File: src/rtl/rwt_pkg.sv
// constants, types and register map of the reset, watchdog and tick unit
package rwt_pkg;

	// ==========================================================
	// timing
	localparam int          CLK_PERIOD_NS = 10;
	// reset sequence lengths in pll_output_clock cycles
	localparam logic [9:0]  RG_PIN_LOW    = 10'h200;
	localparam logic [9:0]  RG_SEQ_LEN    = 10'h300;
	// a monitored clock without an edge for this long counts as failed
	localparam int          MON_GAP_NS    = 2000;
	localparam int          MON_GAP_CYC   = MON_GAP_NS / CLK_PERIOD_NS;
	localparam int          MON_W         = 8;

	// ==========================================================
	// register indices (byte address = 4 * index)
	localparam logic [2:0]  IDX_WD_CTRL   = 3'h0;
	localparam logic [2:0]  IDX_WD_SVC    = 3'h1;
	localparam logic [2:0]  IDX_TICK_RATE = 3'h2;
	localparam logic [2:0]  IDX_TICK_CTRL = 3'h3;
	localparam logic [2:0]  IDX_CLK_CTRL  = 3'h4;
	localparam logic [2:0]  IDX_STATUS    = 3'h5;
	localparam int          ADDR_W        = 5;
	localparam int          IDX_LSB       = 2;

	// ==========================================================
	// field positions
	localparam int          WD_PERIOD_LSB = 0;
	localparam int          WD_PERIOD_W   = 3;
	localparam int          WD_MASK_BIT   = 6;
	localparam int          WD_WINDOW_BIT = 7;
	localparam int          CK_OSC_EN_BIT = 0;
	localparam int          CK_CRYSTAL_MONITOR_RESET_ENABLE_BIT   = 1;
	localparam int          CK_PSEUDO_STOP_SELECT_BIT   = 2;
	localparam int          CK_KEEP_BIT   = 3;
	localparam int          CK_SEL_LO_BIT = 4;
	localparam int          CK_SEL_HI_BIT = 5;
	localparam int          CK_RCSD_BIT   = 6;
	localparam int          TK_SEL_BIT    = 0;
	localparam int          TK_IE_BIT     = 1;
	localparam int          TK_FLAG_BIT   = 2;
	localparam int          TK_MOD_LSB    = 0;
	localparam int          TK_MOD_W      = 4;
	localparam int          TK_PRE_LSB    = 4;
	localparam int          TK_PRE_W      = 3;
	localparam int          ST_CAUSE_LSB  = 0;
	localparam int          ST_WRITTEN    = 4;
	localparam int          ST_XTAL_UP    = 5;
	// reset cause vector order
	localparam int          CAUSE_WD      = 0;
	localparam int          CAUSE_PLL     = 1;
	localparam int          CAUSE_OSC     = 2;
	localparam int          CAUSE_EXT     = 3;

	// ==========================================================
	// watchdog and tick
	localparam logic [7:0]  SVC_KEY_A     = 8'h55;
	localparam logic [7:0]  SVC_KEY_B     = 8'haa;
	localparam logic [2:0]  WD_OFF        = 3'h0;
	localparam int          WD_CNT_W      = 24;
	localparam logic [23:0] WD_ONE        = 24'h000001;
	localparam int          WD_LIM_BASE   = 4;
	localparam int          WD_LIM_STEP   = 2;
	localparam int          TICK_CNT_W    = 16;
	localparam logic [15:0] TICK_ONE      = 16'h0001;
	localparam logic [7:0]  TICK_OFF      = 8'h00;

	// sampled input order
	localparam int          CK_PLL        = 0;
	localparam int          CK_IRC        = 1;
	localparam int          CK_XTAL       = 2;
	localparam int          CK_RC         = 3;
	localparam int          CK_PIN        = 4;
	localparam int          NUM_SAMP      = 5;

	typedef enum logic [2:0] {
		RWT_RG_IDLE = 3'b001,
		RWT_RG_PULL = 3'b010,
		RWT_RG_HOLD = 3'b100
	} rwt_rg_state_t;

	typedef struct packed {
		logic              read;
		logic              write;
		logic [ADDR_W-1:0] address;
		logic [31:0]       writedata;
	} rwt_avs_req_t;

	typedef struct packed {
		logic [31:0] readdata;
		logic        waitrequest;
	} rwt_avs_rsp_t;

endpackage

File: src/rtl/rwt_sampler.sv
// two-flop synchroniser with rising-edge pulse for one outside signal
`timescale 1ns/1ps
`default_nettype none
module rwt_sampler (
	// clock and reset
	input  wire logic clk,
	input  wire logic srst,
	// outside signal
	input  wire logic din,
	// synchronised level and one-cycle rising-edge pulse
	output logic      level,
	output logic      rise
);
	import rwt_pkg::*;

	typedef struct packed {
		logic s1;
		logic s2;
		logic s3;
		logic rise;
	} rwt_samp_t;

	rwt_samp_t q;
	rwt_samp_t next_q;

	always_comb begin
		next_q      = q;
		next_q.s1   = din;
		next_q.s2   = q.s1;
		next_q.s3   = q.s2;
		next_q.rise = q.s2 & ~q.s3;
	end

	always_ff @(posedge clk) begin
		if (srst) begin
			q <= '0;
		end else begin
			q <= next_q;
		end
	end

	assign level = q.s2;
	assign rise  = q.rise;
endmodule
`default_nettype wire

File: src/rtl/rwt_unit.sv
// reset generator, clock monitors, program watchdog and periodic tick timer
//
// Functional notes
// internal reset source drives reset pin low 512 pll cycles, then releases it
// internal reset held until the 768 pll cycle sequence completes
// reset pin held low outside beyond 768 cycles extends internal reset
// crystal enabled with monitor reset enabled: lost crystal clock raises reset
// full stop disables crystal, its monitor, the pll and its monitor
// lost or too slow pll clock raises a pll monitor reset
// watchdog counts rc, internal reference or crystal clock per two select bits
// rc clock stop entry and exit each synchronised over 2 rc cycles
// software waits 2 rc cycles after stop exit before the next stop
// in stop watchdog runs only on allowed rc or crystal setups, else static
// three-bit period field picks seven timeouts, zero turns watchdog off
// writing 0x55 then 0xaa to service register restarts the timeout
// timeout without completed service raises a watchdog reset
// any service value other than 0x55 or 0xaa resets at once
// window mode: service before final quarter of period resets at once
// normal mode preloads period and window at reset release, else off
// normal mode: control register takes one update; off refused when preload enabled it
// watchdog clock select is not preloaded, defaults to internal reference
// clock select and rc stop disable writable only until the single update
// control write with mask bit set changes nothing and is not counted
// tick clock from reference or crystal; in stop runs only in kept setup
// tick end sets flag, raises enabled request, restarts; rate write restarts
// period and tick rate cycle counts are chosen by this design
`timescale 1ns/1ps
`default_nettype none
module rwt_unit (
	// clock and reset
	input  wire logic                 clk,
	input  wire logic                 srst,
	// register bus
	input  wire rwt_pkg::rwt_avs_req_t avs_req,
	output rwt_pkg::rwt_avs_rsp_t     avs_rsp,
	// clocks sampled from outside
	input  wire logic                 pll_output_clock,
	input  wire logic                 internal_ref_clock,
	input  wire logic                 crystal_clock,
	input  wire logic                 rc_clock,
	// open-drain reset pin
	input  wire logic                 rst_pin_in,
	output logic                      rst_pin_out,
	output logic                      rst_pin_oe,
	// core status
	input  wire logic                 stop_mode,
	input  wire logic                 normal_mode,
	input  wire logic                 crystal_up_status,
	// non-volatile preload values
	input  wire logic                 nvm_valid,
	input  wire logic [2:0]           nvm_period,
	input  wire logic                 nvm_window,
	// outputs to the system
	output logic                      sys_reset,
	output logic                      crystal_run,
	output logic                      pll_run,
	output logic                      tick_irq
);
	import rwt_pkg::*;

	// ==========================================================
	// state
	typedef struct packed {
		rwt_rg_state_t           rg_state;
		logic [9:0]              rg_cnt;
		logic                    pin_oe;
		logic                    pin_out;
		logic                    sys_reset;
		logic [3:0]              cause;
		logic                    osc_en;
		logic                    crystal_monitor_reset_enable;
		logic                    pseudo_stop_select;
		logic                    keep;
		logic                    sel_lo;
		logic                    sel_hi;
		logic                    rc_stop_dis;
		logic [2:0]              wd_period;
		logic                    wd_window;
		logic                    wd_written;
		logic                    wd_preload_on;
		logic                    wd_armed;
		logic [WD_CNT_W-1:0]     wd_cnt;
		logic                    wd_fire;
		logic [1:0]              stop_rc;
		logic                    tick_sel;
		logic                    tick_ie;
		logic                    tick_flag;
		logic [7:0]              tick_rate;
		logic [TICK_CNT_W-1:0]   tick_cnt;
		logic                    tick_irq;
		logic [MON_W-1:0]        pll_mon;
		logic [MON_W-1:0]        osc_mon;
		logic                    xtal_run;
		logic                    pll_run;
		logic                    waitreq;
		logic [31:0]             rdata;
	} rwt_state_t;

	// starts in the pull phase so that the first release loads the preload
	localparam rwt_state_t RESET_STATE = '{
		rg_state: RWT_RG_PULL, pin_oe: 1'b1, sys_reset: 1'b1, waitreq: 1'b1,
		pll_run: 1'b1, default: '0};

	rwt_state_t q;
	rwt_state_t next_q;

	// ==========================================================
	// helpers
	function automatic logic [2:0] reg_index(input logic [ADDR_W-1:0] a);
		reg_index = a[IDX_LSB +: 3];
	endfunction

	function automatic logic [WD_CNT_W-1:0] wd_limit(input logic [2:0] code);
		wd_limit = WD_ONE << (int'(code) * WD_LIM_STEP + WD_LIM_BASE);
	endfunction

	function automatic logic [TICK_CNT_W-1:0] tick_limit(input logic [7:0] r);
		tick_limit = ({12'h000, r[TK_MOD_LSB +: TK_MOD_W]} + TICK_ONE)
			<< r[TK_PRE_LSB +: TK_PRE_W];
	endfunction

	// ==========================================================
	// outside clocks and pin through two flops each
	logic [NUM_SAMP-1:0] raw;
	logic [NUM_SAMP-1:0] lvl;
	logic [NUM_SAMP-1:0] rise;

	assign raw = {rst_pin_in, rc_clock, crystal_clock, internal_ref_clock, pll_output_clock};

	for (genvar g = 0; g < NUM_SAMP; g++) begin : g_samp
		rwt_sampler u_samp (
			.clk   (clk),
			.srst  (srst),
			.din   (raw[g]),
			.level (lvl[g]),
			.rise  (rise[g])
		);
	end

	// ==========================================================
	// decoded terms shared by logic and checks
	logic                acc_wr;
	logic [2:0]          idx;
	logic                full_stop;
	logic                wd_on;
	logic                wd_tick;
	logic                tick_tick;
	logic [WD_CNT_W-1:0] lim;
	logic [WD_CNT_W-1:0] thr;
	logic                pll_fail;
	logic                osc_fail;
	logic [3:0]          src;

	assign acc_wr    = avs_req.write && !q.waitreq;
	assign idx       = reg_index(avs_req.address);
	assign full_stop = stop_mode && !q.pseudo_stop_select;
	assign wd_on     = (q.wd_period != WD_OFF) && !q.sys_reset;
	assign lim       = wd_limit(q.wd_period);
	assign thr       = lim - (lim >> 2);
	assign pll_fail  = q.pll_mon == MON_W'(MON_GAP_CYC);
	assign osc_fail  = q.osc_mon == MON_W'(MON_GAP_CYC);
	assign src[CAUSE_WD]  = q.wd_fire;
	assign src[CAUSE_PLL] = pll_fail;
	assign src[CAUSE_OSC] = osc_fail;
	assign src[CAUSE_EXT] = !lvl[CK_PIN] && !q.pin_oe;

	always_comb begin
		if (q.sel_hi) begin
			// rc path sees stop only after two rc edges each way
			wd_tick = rise[CK_RC] && !(q.stop_rc[1] && q.rc_stop_dis);
		end else if (q.sel_lo) begin
			wd_tick = rise[CK_XTAL] && (!stop_mode ||
				(q.pseudo_stop_select && q.keep && q.osc_en && crystal_up_status));
		end else begin
			wd_tick = rise[CK_IRC] && !stop_mode;
		end
	end

	assign tick_tick = (q.tick_sel ? rise[CK_XTAL] : rise[CK_IRC]) &&
		(!stop_mode || (q.pseudo_stop_select && q.tick_sel && q.keep));

	// ==========================================================
	// next state
	always_comb begin
		next_q         = q;
		next_q.wd_fire = 1'b0;

		// clock gating and monitors
		next_q.xtal_run = q.osc_en && !full_stop;
		next_q.pll_run  = !full_stop;
		if (full_stop || rise[CK_PLL]) begin
			next_q.pll_mon = '0;
		end else if (!pll_fail) begin
			next_q.pll_mon = q.pll_mon + MON_W'(1);
		end
		if (!(q.osc_en && q.crystal_monitor_reset_enable) || full_stop || rise[CK_XTAL]) begin
			next_q.osc_mon = '0;
		end else if (!osc_fail) begin
			next_q.osc_mon = q.osc_mon + MON_W'(1);
		end
		if (rise[CK_RC]) begin
			next_q.stop_rc = {q.stop_rc[0], stop_mode};
		end

		// watchdog counter
		if (wd_on && wd_tick) begin
			if (q.wd_cnt == lim - WD_ONE) begin
				next_q.wd_fire = 1'b1;
				next_q.wd_cnt  = '0;
			end else begin
				next_q.wd_cnt = q.wd_cnt + WD_ONE;
			end
		end

		// bus slave: one wait cycle, then the access completes
		next_q.waitreq = 1'b1;
		if ((avs_req.read || avs_req.write) && q.waitreq) begin
			next_q.waitreq = 1'b0;
			case (idx)
				IDX_WD_CTRL:   next_q.rdata = {24'h000000, q.wd_window, 4'h0, q.wd_period};
				IDX_TICK_RATE: next_q.rdata = {24'h000000, q.tick_rate};
				IDX_TICK_CTRL: next_q.rdata = {29'h00000000, q.tick_flag, q.tick_ie, q.tick_sel};
				IDX_CLK_CTRL:  next_q.rdata = {25'h0000000, q.rc_stop_dis, q.sel_hi,
					q.sel_lo, q.keep, q.pseudo_stop_select, q.crystal_monitor_reset_enable, q.osc_en};
				IDX_STATUS:    next_q.rdata = {26'h0000000, crystal_up_status,
					q.wd_written, q.cause};
				default:       next_q.rdata = 32'h00000000;
			endcase
		end
		if (acc_wr) begin
			case (idx)
				IDX_WD_CTRL: begin
					if (!avs_req.writedata[WD_MASK_BIT] &&
						!(normal_mode && q.wd_written)) begin
						if (!(normal_mode && q.wd_preload_on && avs_req.writedata
							[WD_PERIOD_LSB +: WD_PERIOD_W] == WD_OFF)) begin
							next_q.wd_period = avs_req.writedata[WD_PERIOD_LSB +: WD_PERIOD_W];
							next_q.wd_window = avs_req.writedata[WD_WINDOW_BIT];
						end
						next_q.wd_written = normal_mode;
					end
				end
				IDX_WD_SVC: begin
					if (wd_on) begin
						if (q.wd_window && q.wd_cnt < thr) begin
							next_q.wd_fire = 1'b1;
						end else if (avs_req.writedata[7:0] == SVC_KEY_A) begin
							next_q.wd_armed = 1'b1;
						end else if (avs_req.writedata[7:0] == SVC_KEY_B) begin
							if (q.wd_armed) begin
								next_q.wd_cnt   = '0;
								next_q.wd_armed = 1'b0;
							end
						end else begin
							next_q.wd_fire = 1'b1;
						end
					end
				end
				IDX_TICK_RATE: begin
					next_q.tick_rate = avs_req.writedata[7:0];
					next_q.tick_cnt  = '0;
				end
				IDX_TICK_CTRL: begin
					next_q.tick_sel = avs_req.writedata[TK_SEL_BIT];
					next_q.tick_ie  = avs_req.writedata[TK_IE_BIT];
					if (avs_req.writedata[TK_FLAG_BIT]) begin
						next_q.tick_flag = 1'b0;
					end
				end
				IDX_CLK_CTRL: begin
					next_q.osc_en = avs_req.writedata[CK_OSC_EN_BIT];
					next_q.crystal_monitor_reset_enable   = avs_req.writedata[CK_CRYSTAL_MONITOR_RESET_ENABLE_BIT];
					next_q.pseudo_stop_select   = avs_req.writedata[CK_PSEUDO_STOP_SELECT_BIT];
					next_q.keep   = avs_req.writedata[CK_KEEP_BIT];
					if (!q.wd_written) begin
						next_q.sel_lo      = avs_req.writedata[CK_SEL_LO_BIT];
						next_q.sel_hi      = avs_req.writedata[CK_SEL_HI_BIT];
						next_q.rc_stop_dis = avs_req.writedata[CK_RCSD_BIT];
					end
				end
				IDX_STATUS: begin
					next_q.cause = q.cause & ~avs_req.writedata[ST_CAUSE_LSB +: 4];
				end
				default: begin
				end
			endcase
		end

		// tick timer; a rate write in the same cycle wins over the count
		if (q.tick_rate != TICK_OFF && tick_tick && !(acc_wr && idx == IDX_TICK_RATE)) begin
			if (q.tick_cnt == tick_limit(q.tick_rate) - TICK_ONE) begin
				next_q.tick_cnt  = '0;
				next_q.tick_flag = 1'b1;
			end else begin
				next_q.tick_cnt = q.tick_cnt + TICK_ONE;
			end
		end
		next_q.tick_irq = next_q.tick_flag && next_q.tick_ie;

		// reset generator
		case (q.rg_state)
			RWT_RG_IDLE: begin
				if (|src) begin
					next_q.rg_state  = RWT_RG_PULL;
					next_q.rg_cnt    = '0;
					next_q.pin_oe    = 1'b1;
					next_q.sys_reset = 1'b1;
					next_q.cause     = next_q.cause | src;
				end
			end
			RWT_RG_PULL: begin
				if (rise[CK_PLL]) begin
					next_q.rg_cnt = q.rg_cnt + 10'h001;
					if (q.rg_cnt == RG_PIN_LOW - 10'h001) begin
						next_q.pin_oe   = 1'b0;
						next_q.rg_state = RWT_RG_HOLD;
					end
				end
			end
			RWT_RG_HOLD: begin
				if (q.rg_cnt != RG_SEQ_LEN) begin
					if (rise[CK_PLL]) begin
						next_q.rg_cnt = q.rg_cnt + 10'h001;
					end
				end else if (lvl[CK_PIN]) begin
					next_q.rg_state      = RWT_RG_IDLE;
					next_q.sys_reset     = 1'b0;
					next_q.wd_period     = (normal_mode && nvm_valid) ? nvm_period : WD_OFF;
					next_q.wd_window     = normal_mode && nvm_valid && nvm_window;
					next_q.wd_preload_on = normal_mode && nvm_valid && nvm_period != WD_OFF;
					next_q.wd_written    = 1'b0;
					next_q.wd_armed      = 1'b0;
					next_q.wd_cnt        = '0;
					next_q.sel_lo        = 1'b0;
					next_q.sel_hi        = 1'b0;
				end
			end
			default: begin
				next_q.rg_state = RWT_RG_PULL;
				next_q.rg_cnt   = '0;
				next_q.pin_oe   = 1'b1;
			end
		endcase
	end

	always_ff @(posedge clk) begin
		if (srst) begin
			q <= RESET_STATE;
		end else begin
			q <= next_q;
		end
	end

	// ==========================================================
	// outputs
	assign avs_rsp.readdata    = q.rdata;
	assign avs_rsp.waitrequest = q.waitreq;
	assign rst_pin_out         = q.pin_out;
	assign rst_pin_oe          = q.pin_oe;
	assign sys_reset           = q.sys_reset;
	assign crystal_run         = q.xtal_run;
	assign pll_run             = q.pll_run;
	assign tick_irq            = q.tick_irq;
endmodule
`default_nettype wire

File: config.mk
export PLATFORM = sky130hd
export DESIGN_NAME = rwt_unit
export DESIGN_NICKNAME = d
export VERILOG_FILES = /design/src/rtl/rwt_pkg.sv /design/src/rtl/rwt_sampler.sv /design/src/rtl/rwt_unit.sv
export SDC_FILE = /design/constraint.sdc
export NUM_CORES = 1
export LEC_CHECK = 0
export ABC_AREA = 1
export BUFFER_PORTS_ARGS = -buffer_cell sky130_fd_sc_hd__buf_4
export CORE_MARGIN = 2
export CORE_UTILIZATION = 39
export CTS_CLUSTER_SIZE = 25
export DETAILED_ROUTE_END_ITERATION = 16
export GPL_ROUTABILITY_DRIVEN = 0
export GPL_TIMING_DRIVEN = 0
export HOLD_SLACK_MARGIN = 0.08
export PLACE_DENSITY = 0.68
export SLEW_MARGIN = 5
export SYNTH_ARGS = -nofsm -noshare
export SYNTH_HDL_FRONTEND = slang
export SYNTH_SLANG_ARGS = --single-unit
File: constraint.sdc
create_clock -name clk -period 13.2 [get_ports clk]
set_input_delay 0.66 -clock clk [delete_from_list [all_inputs] [get_ports clk]]
set_output_delay 0.66 -clock clk [all_outputs]
set_load 0.01 [all_outputs]
# After elaboration in Yosys (flattened, before gate mapping)
# Cells that the tools add are included.
# totals
reg_bits	157
elab_cells	224
# classes
n_reduce_logical	69
n_eq_ne	23
bitwise_logic	14
shift	2
add_sub_neg	10
mux	55
order_cmp	1
# ops
cell	n
26-bit two-way mux	4
25-bit two-way mux	4
31-bit two-way mux	3
24-bit two-way mux	3
16-bit two-way mux	3
8-bit one-hot mux with 5 select lines	1
13-bit one-hot mux with 3 select lines	1
33-bit two-way mux	1
1-bit logical AND	30
14-bit two-way mux	2
24-bit by 1-bit adder with 24-bit output, second input constant	1
24-bit equality test	1
8-bit equality test, second input constant	3
24-bit less-than comparator	1
1-bit by 5-bit << shifter with 24-bit output, first input constant	1
24-bit by 1-bit subtractor with 24-bit output, second input constant	1
24-bit by 22-bit subtractor with 24-bit output	1
10-bit two-way mux	2
16-bit by 1-bit adder with 16-bit output, second input constant	1
8-bit by 1-bit adder with 8-bit output, second input constant	2
16-bit equality test	1
5-bit by 3-bit << shifter with 16-bit output	1
16-bit by 1-bit subtractor with 16-bit output, second input constant	1
3-bit two-way mux	5
other kinds (35)	100

# Logic depth before layout (Yosys ltp)
# depth
depth_word	19
depth_mapped	29

# Hierarchy
# Synthesis repeated with hierarchy kept, for this count alone.
# hier_totals
hier_cells	1334
area_unflattened_um2	9080.0
# by_module_without_submodules
module	area_each_um2	seq_area_each_um2	cells_each	instances
rwt_unit	8504.4	2302.2	1274	1
rwt_sampler	115.1	80.1	12	5

# Worst setup path after synthesis
# Ideal clock, no wire load.
# synth_timing
path_kind	register -> register
start	register q[111] (netlist name)
end	register q[100] (netlist name)
path_slack_ns	8.937
setup_time_ns	0.064
t_arrival_ns	4.199
t_required_ns	13.136
period_less_slack_ns	4.263
stages_incl_launch_ff	29
path_cell_list	dfxtp_1 -> ha_1 -> nor3_1 -> ha_1 -> inv_1 -> fa_1 -> a21oi_1 -> o21ai_1 -> a21oi_1 -> o21bai_1 -> a21oi_1 -> o21bai_1 -> nand2_1 -> o21ai_1 -> inv_1 -> nand2_1 -> ha_1 -> nand2_1 -> inv_1 -> nand3_1 -> inv_1 -> nand4_1 -> inv_1 -> a211oi_1 -> nand3_1 -> nand3_1 -> nand3_2 -> buf_4 -> nor2_1
# synth_via
elab_chain_cells	16
elab_cells_between_ends	22
classes_between	add/sub (3); order compare (1); eq/ne (1); shift (1); mux (12); reduce/logical (4)
# synth_rtl
element	line_no	source
start, declared	rwt_unit.sv:104	rwt_state_t q;
start signal, assigned	rwt_unit.sv:350	q <= next_q;
4-bit by 3-bit adder with 5-bit output	rwt_unit.sv:114	wd_limit = WD_ONE << (int'(code) * WD_LIM_STEP + WD_LIM_BASE);
1-bit by 5-bit << shifter with 24-bit output	rwt_unit.sv:114	
24-bit by 1-bit subtractor with 24-bit output	rwt_unit.sv:207	if (q.wd_cnt == lim - WD_ONE) begin
24-bit equality test	rwt_unit.sv:207	
24-bit two-way mux	rwt_unit.sv:207	
25-bit two-way mux	rwt_unit.sv:206	if (wd_on && wd_tick) begin
24-bit two-way mux	rwt_unit.sv:250	if (q.wd_armed) begin
25-bit two-way mux	rwt_unit.sv:249	end else if (avs_req.writedata[7:0] == SVC_KEY_B) begin
25-bit two-way mux	rwt_unit.sv:247	end else if (avs_req.writedata[7:0] == SVC_KEY_A) begin
25-bit two-way mux	rwt_unit.sv:245	if (q.wd_window && q.wd_cnt < thr) begin
26-bit two-way mux	rwt_unit.sv:244	if (wd_on) begin
26-bit two-way mux	rwt_unit.sv:231	case (idx)
26-bit two-way mux (*)	rwt_unit.sv:230	if (acc_wr) begin
31-bit two-way mux	rwt_unit.sv:325	end else if (lvl[CK_PIN]) begin
31-bit two-way mux	rwt_unit.sv:321	if (q.rg_cnt != RG_SEQ_LEN) begin
31-bit two-way mux (*)	rwt_unit.sv:301	case (q.rg_state)
# Every way passes the cells marked *; elsewhere a longest branch is shown, timed or not.
# A chain may end at the register's enable or synchronous reset.

# Worst setup path after layout
# layout_timing
start	register q[111] (netlist name)
end	register q[105] (netlist name)
# The elaborated chain is that of the path after synthesis.

==> summary.md <==
| Metric | Value |
|---|---|
| Result of the run | completed |
| CTS H-tree depth | 4 |
| Clock tree sinks | 133 |
| Max Cap Violations | 0 |
| Post-CTS Repair Setup Buffers | 0 |
| Slew Viols, Final | 0 |
| Port-buffer cells | 40 |
| TritonCTS clock tree | done |
| Peak VDD IR | 0.0790 mV |
| Residual DRC | 0 |
| Remaining max-slew budget at the tightest pin | 53.9% |
| HPWL Detailed | 17,400 um |
| Total power divided by cell area | 95.3 nW/um^2 |
| Total detailed-routing wirelength | 22,400 um |
| Drt pass-1 iters | 5 |
| Mean instance size in the synthesized netlist | 6.94 um^2 |
| Setup clock skew after layout | 0.0146 ns |
| Antenna violations before repair | 0 |
| Ys Warns | 0 |
| Share of the synthesized area in the top cell type | 29.0% |
| Cell at the root of the clock tree | clkbuf_16 |
| Area taken by flip-flops and latches | 2660 um^2 |
| CTS hold repair buffers | 0 |
| Reg2reg start | q[111] |
| Fmax achieved | 187 MHz |
| Cells after synthesis | 1,323 |
| Netlist area before placement | 9180 um^2 |
| Starting utilization of the core area | 39.5% |
| Maximum number of pins on one net before global-route repair | 17 |
| Hold Path Origin | g_samp[2].u_samp.q[1] |
| Post-Route Utilization | 45.6% |
| RSZ-0062 raised after global routing | no |
| Portion of the post-synthesis area used by sequential elements | 29.0% |
| Critical-path maximum fanout | 10 |
| Number of nets in the layout | 1,518 |
| Global router's overall resource usage | 18.3% |
| Post-synthesis cell type with the largest combined area | dfxtp_1 |
| Total via count in the routed design | 8,463 |
| Area of combinational cells with multiple inputs | 5440 um^2 |
| Vertical die dimension | 157 um |
| Count of flip-flops with a built-in enable after synthesis | 0 |
| Number of filler instances in the final layout | 2,328 |
| Total negative slack for setup checks | 0 ns |
| Number of gates resized after CTS | 0 |
| Leakage power | 4.44 nW |
| Final number of hold-violating endpoints | 0 |
| Average vias per placed instance | 4.87 |
| Critical path endpoint category | flop |
| Die width | 157 um |
| Core Region | 23,300 um^2 |
| Wire length of the first global-routing pass | 36,500 um |
| Worst-margin pin slew | 0.686 ns |
| Starting DRC count in detailed routing | 599 |
| Dominant synthesized flop cell | dfxtp_1 |
| Clock latency reported for the late side of the worst-skew pair | 0.43 ns |
| Area of the die | 24,800 um^2 |
| Fraction of layout cells with a size suffix above 1 | 15.6% |
| Routed length per placed instance | 12.9 um |
| Area added between synthesis and finish | 15.5% |
| Total gr overflow | 0 |
| Diode count | 0 |
| Period Utilization, post-route | 40.5% |
| Reg2Reg Setup Slack | 7.85 ns |
| Endpoint required time on the critical path | 13.56 ns |
| Launch point of the worst path | q[111] |
| Critical path arrival | 5.70 ns |
| TritonCTS Buffers | 17 |
| Remaining antenna violation count after routing | 0 |
| I/O pin total | 93 |
| Clock edge transition at the registers on the reported setup and hold paths | 0.06 ns |
| Max clock buf depth | 2 |
| Nature of the critical path startpoint | flop |
| Setup-failing EPs final | 0 |
| Final critical path time including I/O delays and setup | 5.35 ns |
| Distinct cells, synth | 66 |
| Floorplan row count | 56 |
| Top cells by area in the synthesized netlist | dfxtp_1 29%, nand2_1 9.9%, ha_1 7.8% |
| Fraction of synthesis flops using an asynchronous set or reset pin | 0% |
| Path type of the worst min-delay path | reg -> reg |
| Number of synthesized register bits | 133 |
| Worst setup path category | reg -> reg |
| Number of global-route vias before repair | 7,700 |
flip-flops by register name, indices dropped and copies added (netlist names):
signal                flops
g_samp.u_samp.q           4
avs_rsp                   9
tick_irq                  1
g_samp.u_samp.level       5
rst_pin_oe                1
sys_reset                 1
q                       101
g_samp.u_samp.next_q      5
g_samp.u_samp.rise        4
pll_run                   1
crystal_run               1
stage by stage:
stage                     cells  hold WS, ns  total power, W  cell area [um^2]  setup slack, ns
after floorplan            1347        0.373        0.000488              9270             8.94
after global placement     1706        0.375        0.000514              9970             7.93
after detailed placement   1706        0.380        0.000515              9970             7.85
after CTS                  1738        0.388         0.00102             10600             7.84
after global routing       1738        0.416         0.00105             10600             7.29
final                      1738        0.386         0.00101             10600             7.85
where the power goes:
part | switching [W] | internal, W
clock network | 0.000213 | 0.000291
logic | 0.0000619 | 0.0000367
registers | 0.00000236 | 0.000405
per-layer routing:
| layer | track usage (%) | vias to the layer above | wire length, um |
|---|---|---|---|
| met5 | 0 | - | 0 |
| met4 | 6.06 | 0 | 443 |
| met3 | 3.41 | 30 | 1000 |
| met2 | 30.5 | 197 | 10500 |
| met1 | 23.7 | 3810 | 10400 |
| li1 | - | 4426 | - |
synth_stat cells, drive strengths merged, types with 3 or more instances:
cell type  count
ha            57
or2            6
buf           44
clkbuf         9
a211oi         5
o22ai          4
or3            3
nand4         24
nor4          12
nor3          35
nand2        273
inv          201
a21oi        109
nor3b          5
o31ai          9
o21ai         67
o21bai         3
xnor2          8
nand3         92
dfxtp        133
o211ai         4
o221ai         3
nor2         150
o311ai         3
xor2          43
cell families (layout without fill, tap and decap cells):
family,Yosys count,after routing,share of synthesized area (%)
flops,133,133,29.0
fa+ha+maj,58,58,7.99
xor+xnor,51,51,4.87
mux,1,1,0.109
simple gates,603,603,31.4
compound gates,220,220,13.8
other cells,1,25,0.0409
buf+inv,256,328,12.7
final timing paths:
kind	endpoint	depth (start not counted)
min	g_samp[2].u_samp.rise	1
max reg2reg	q[105]	23
max	q[105]	23
min reg2reg	g_samp[2].u_samp.rise	1
area by class of cell:
type / count / share of cell area (%)
Timing Repair Buffer: 40 / 2.83
Sequential cell: 133 / 25.1
Clock inverter: 15 / 1.94
Inverter: 203 / 7.22
Tap cell: 319 / 3.77
Multi-Input combinational cell: 958 / 51.3
Clock buffer: 17 / 4.01
Buffer: 53 / 3.81
critical path, stage by stage, from the launching register on:
cell	delay, ns
dfxtp_1	0.43
ha_1	0.30
nor3_1	0.60
inv_1	0.16
ha_1	0.35
o31ai_1	0.46
a31oi_1	0.28
o31ai_1	0.42
a21oi_1	0.13
o21bai_1	0.24
xnor2_1	0.15
ha_1	0.25
nand2_1	0.06
inv_1	0.05
nand3_1	0.09
inv_1	0.05
nand4_1	0.06
inv_1	0.06
a211oi_1	0.30
nand3_1	0.19
nand3_1	0.12
nand3_2	0.18
buf_4	0.24
nor2_1	0.10
layout by cell type, fill, tap and decap left out, drive strengths merged, types with 35 or more instances in the layout:
master / n
a21oi: 109
nor2: 150
ha: 57
buf: 84
nor3: 35
xor2: 43
nand3: 92
o21ai: 67
nand2: 273
dfxtp: 133
inv: 209
No activity file was read; power rests on OpenSTA's default activity.
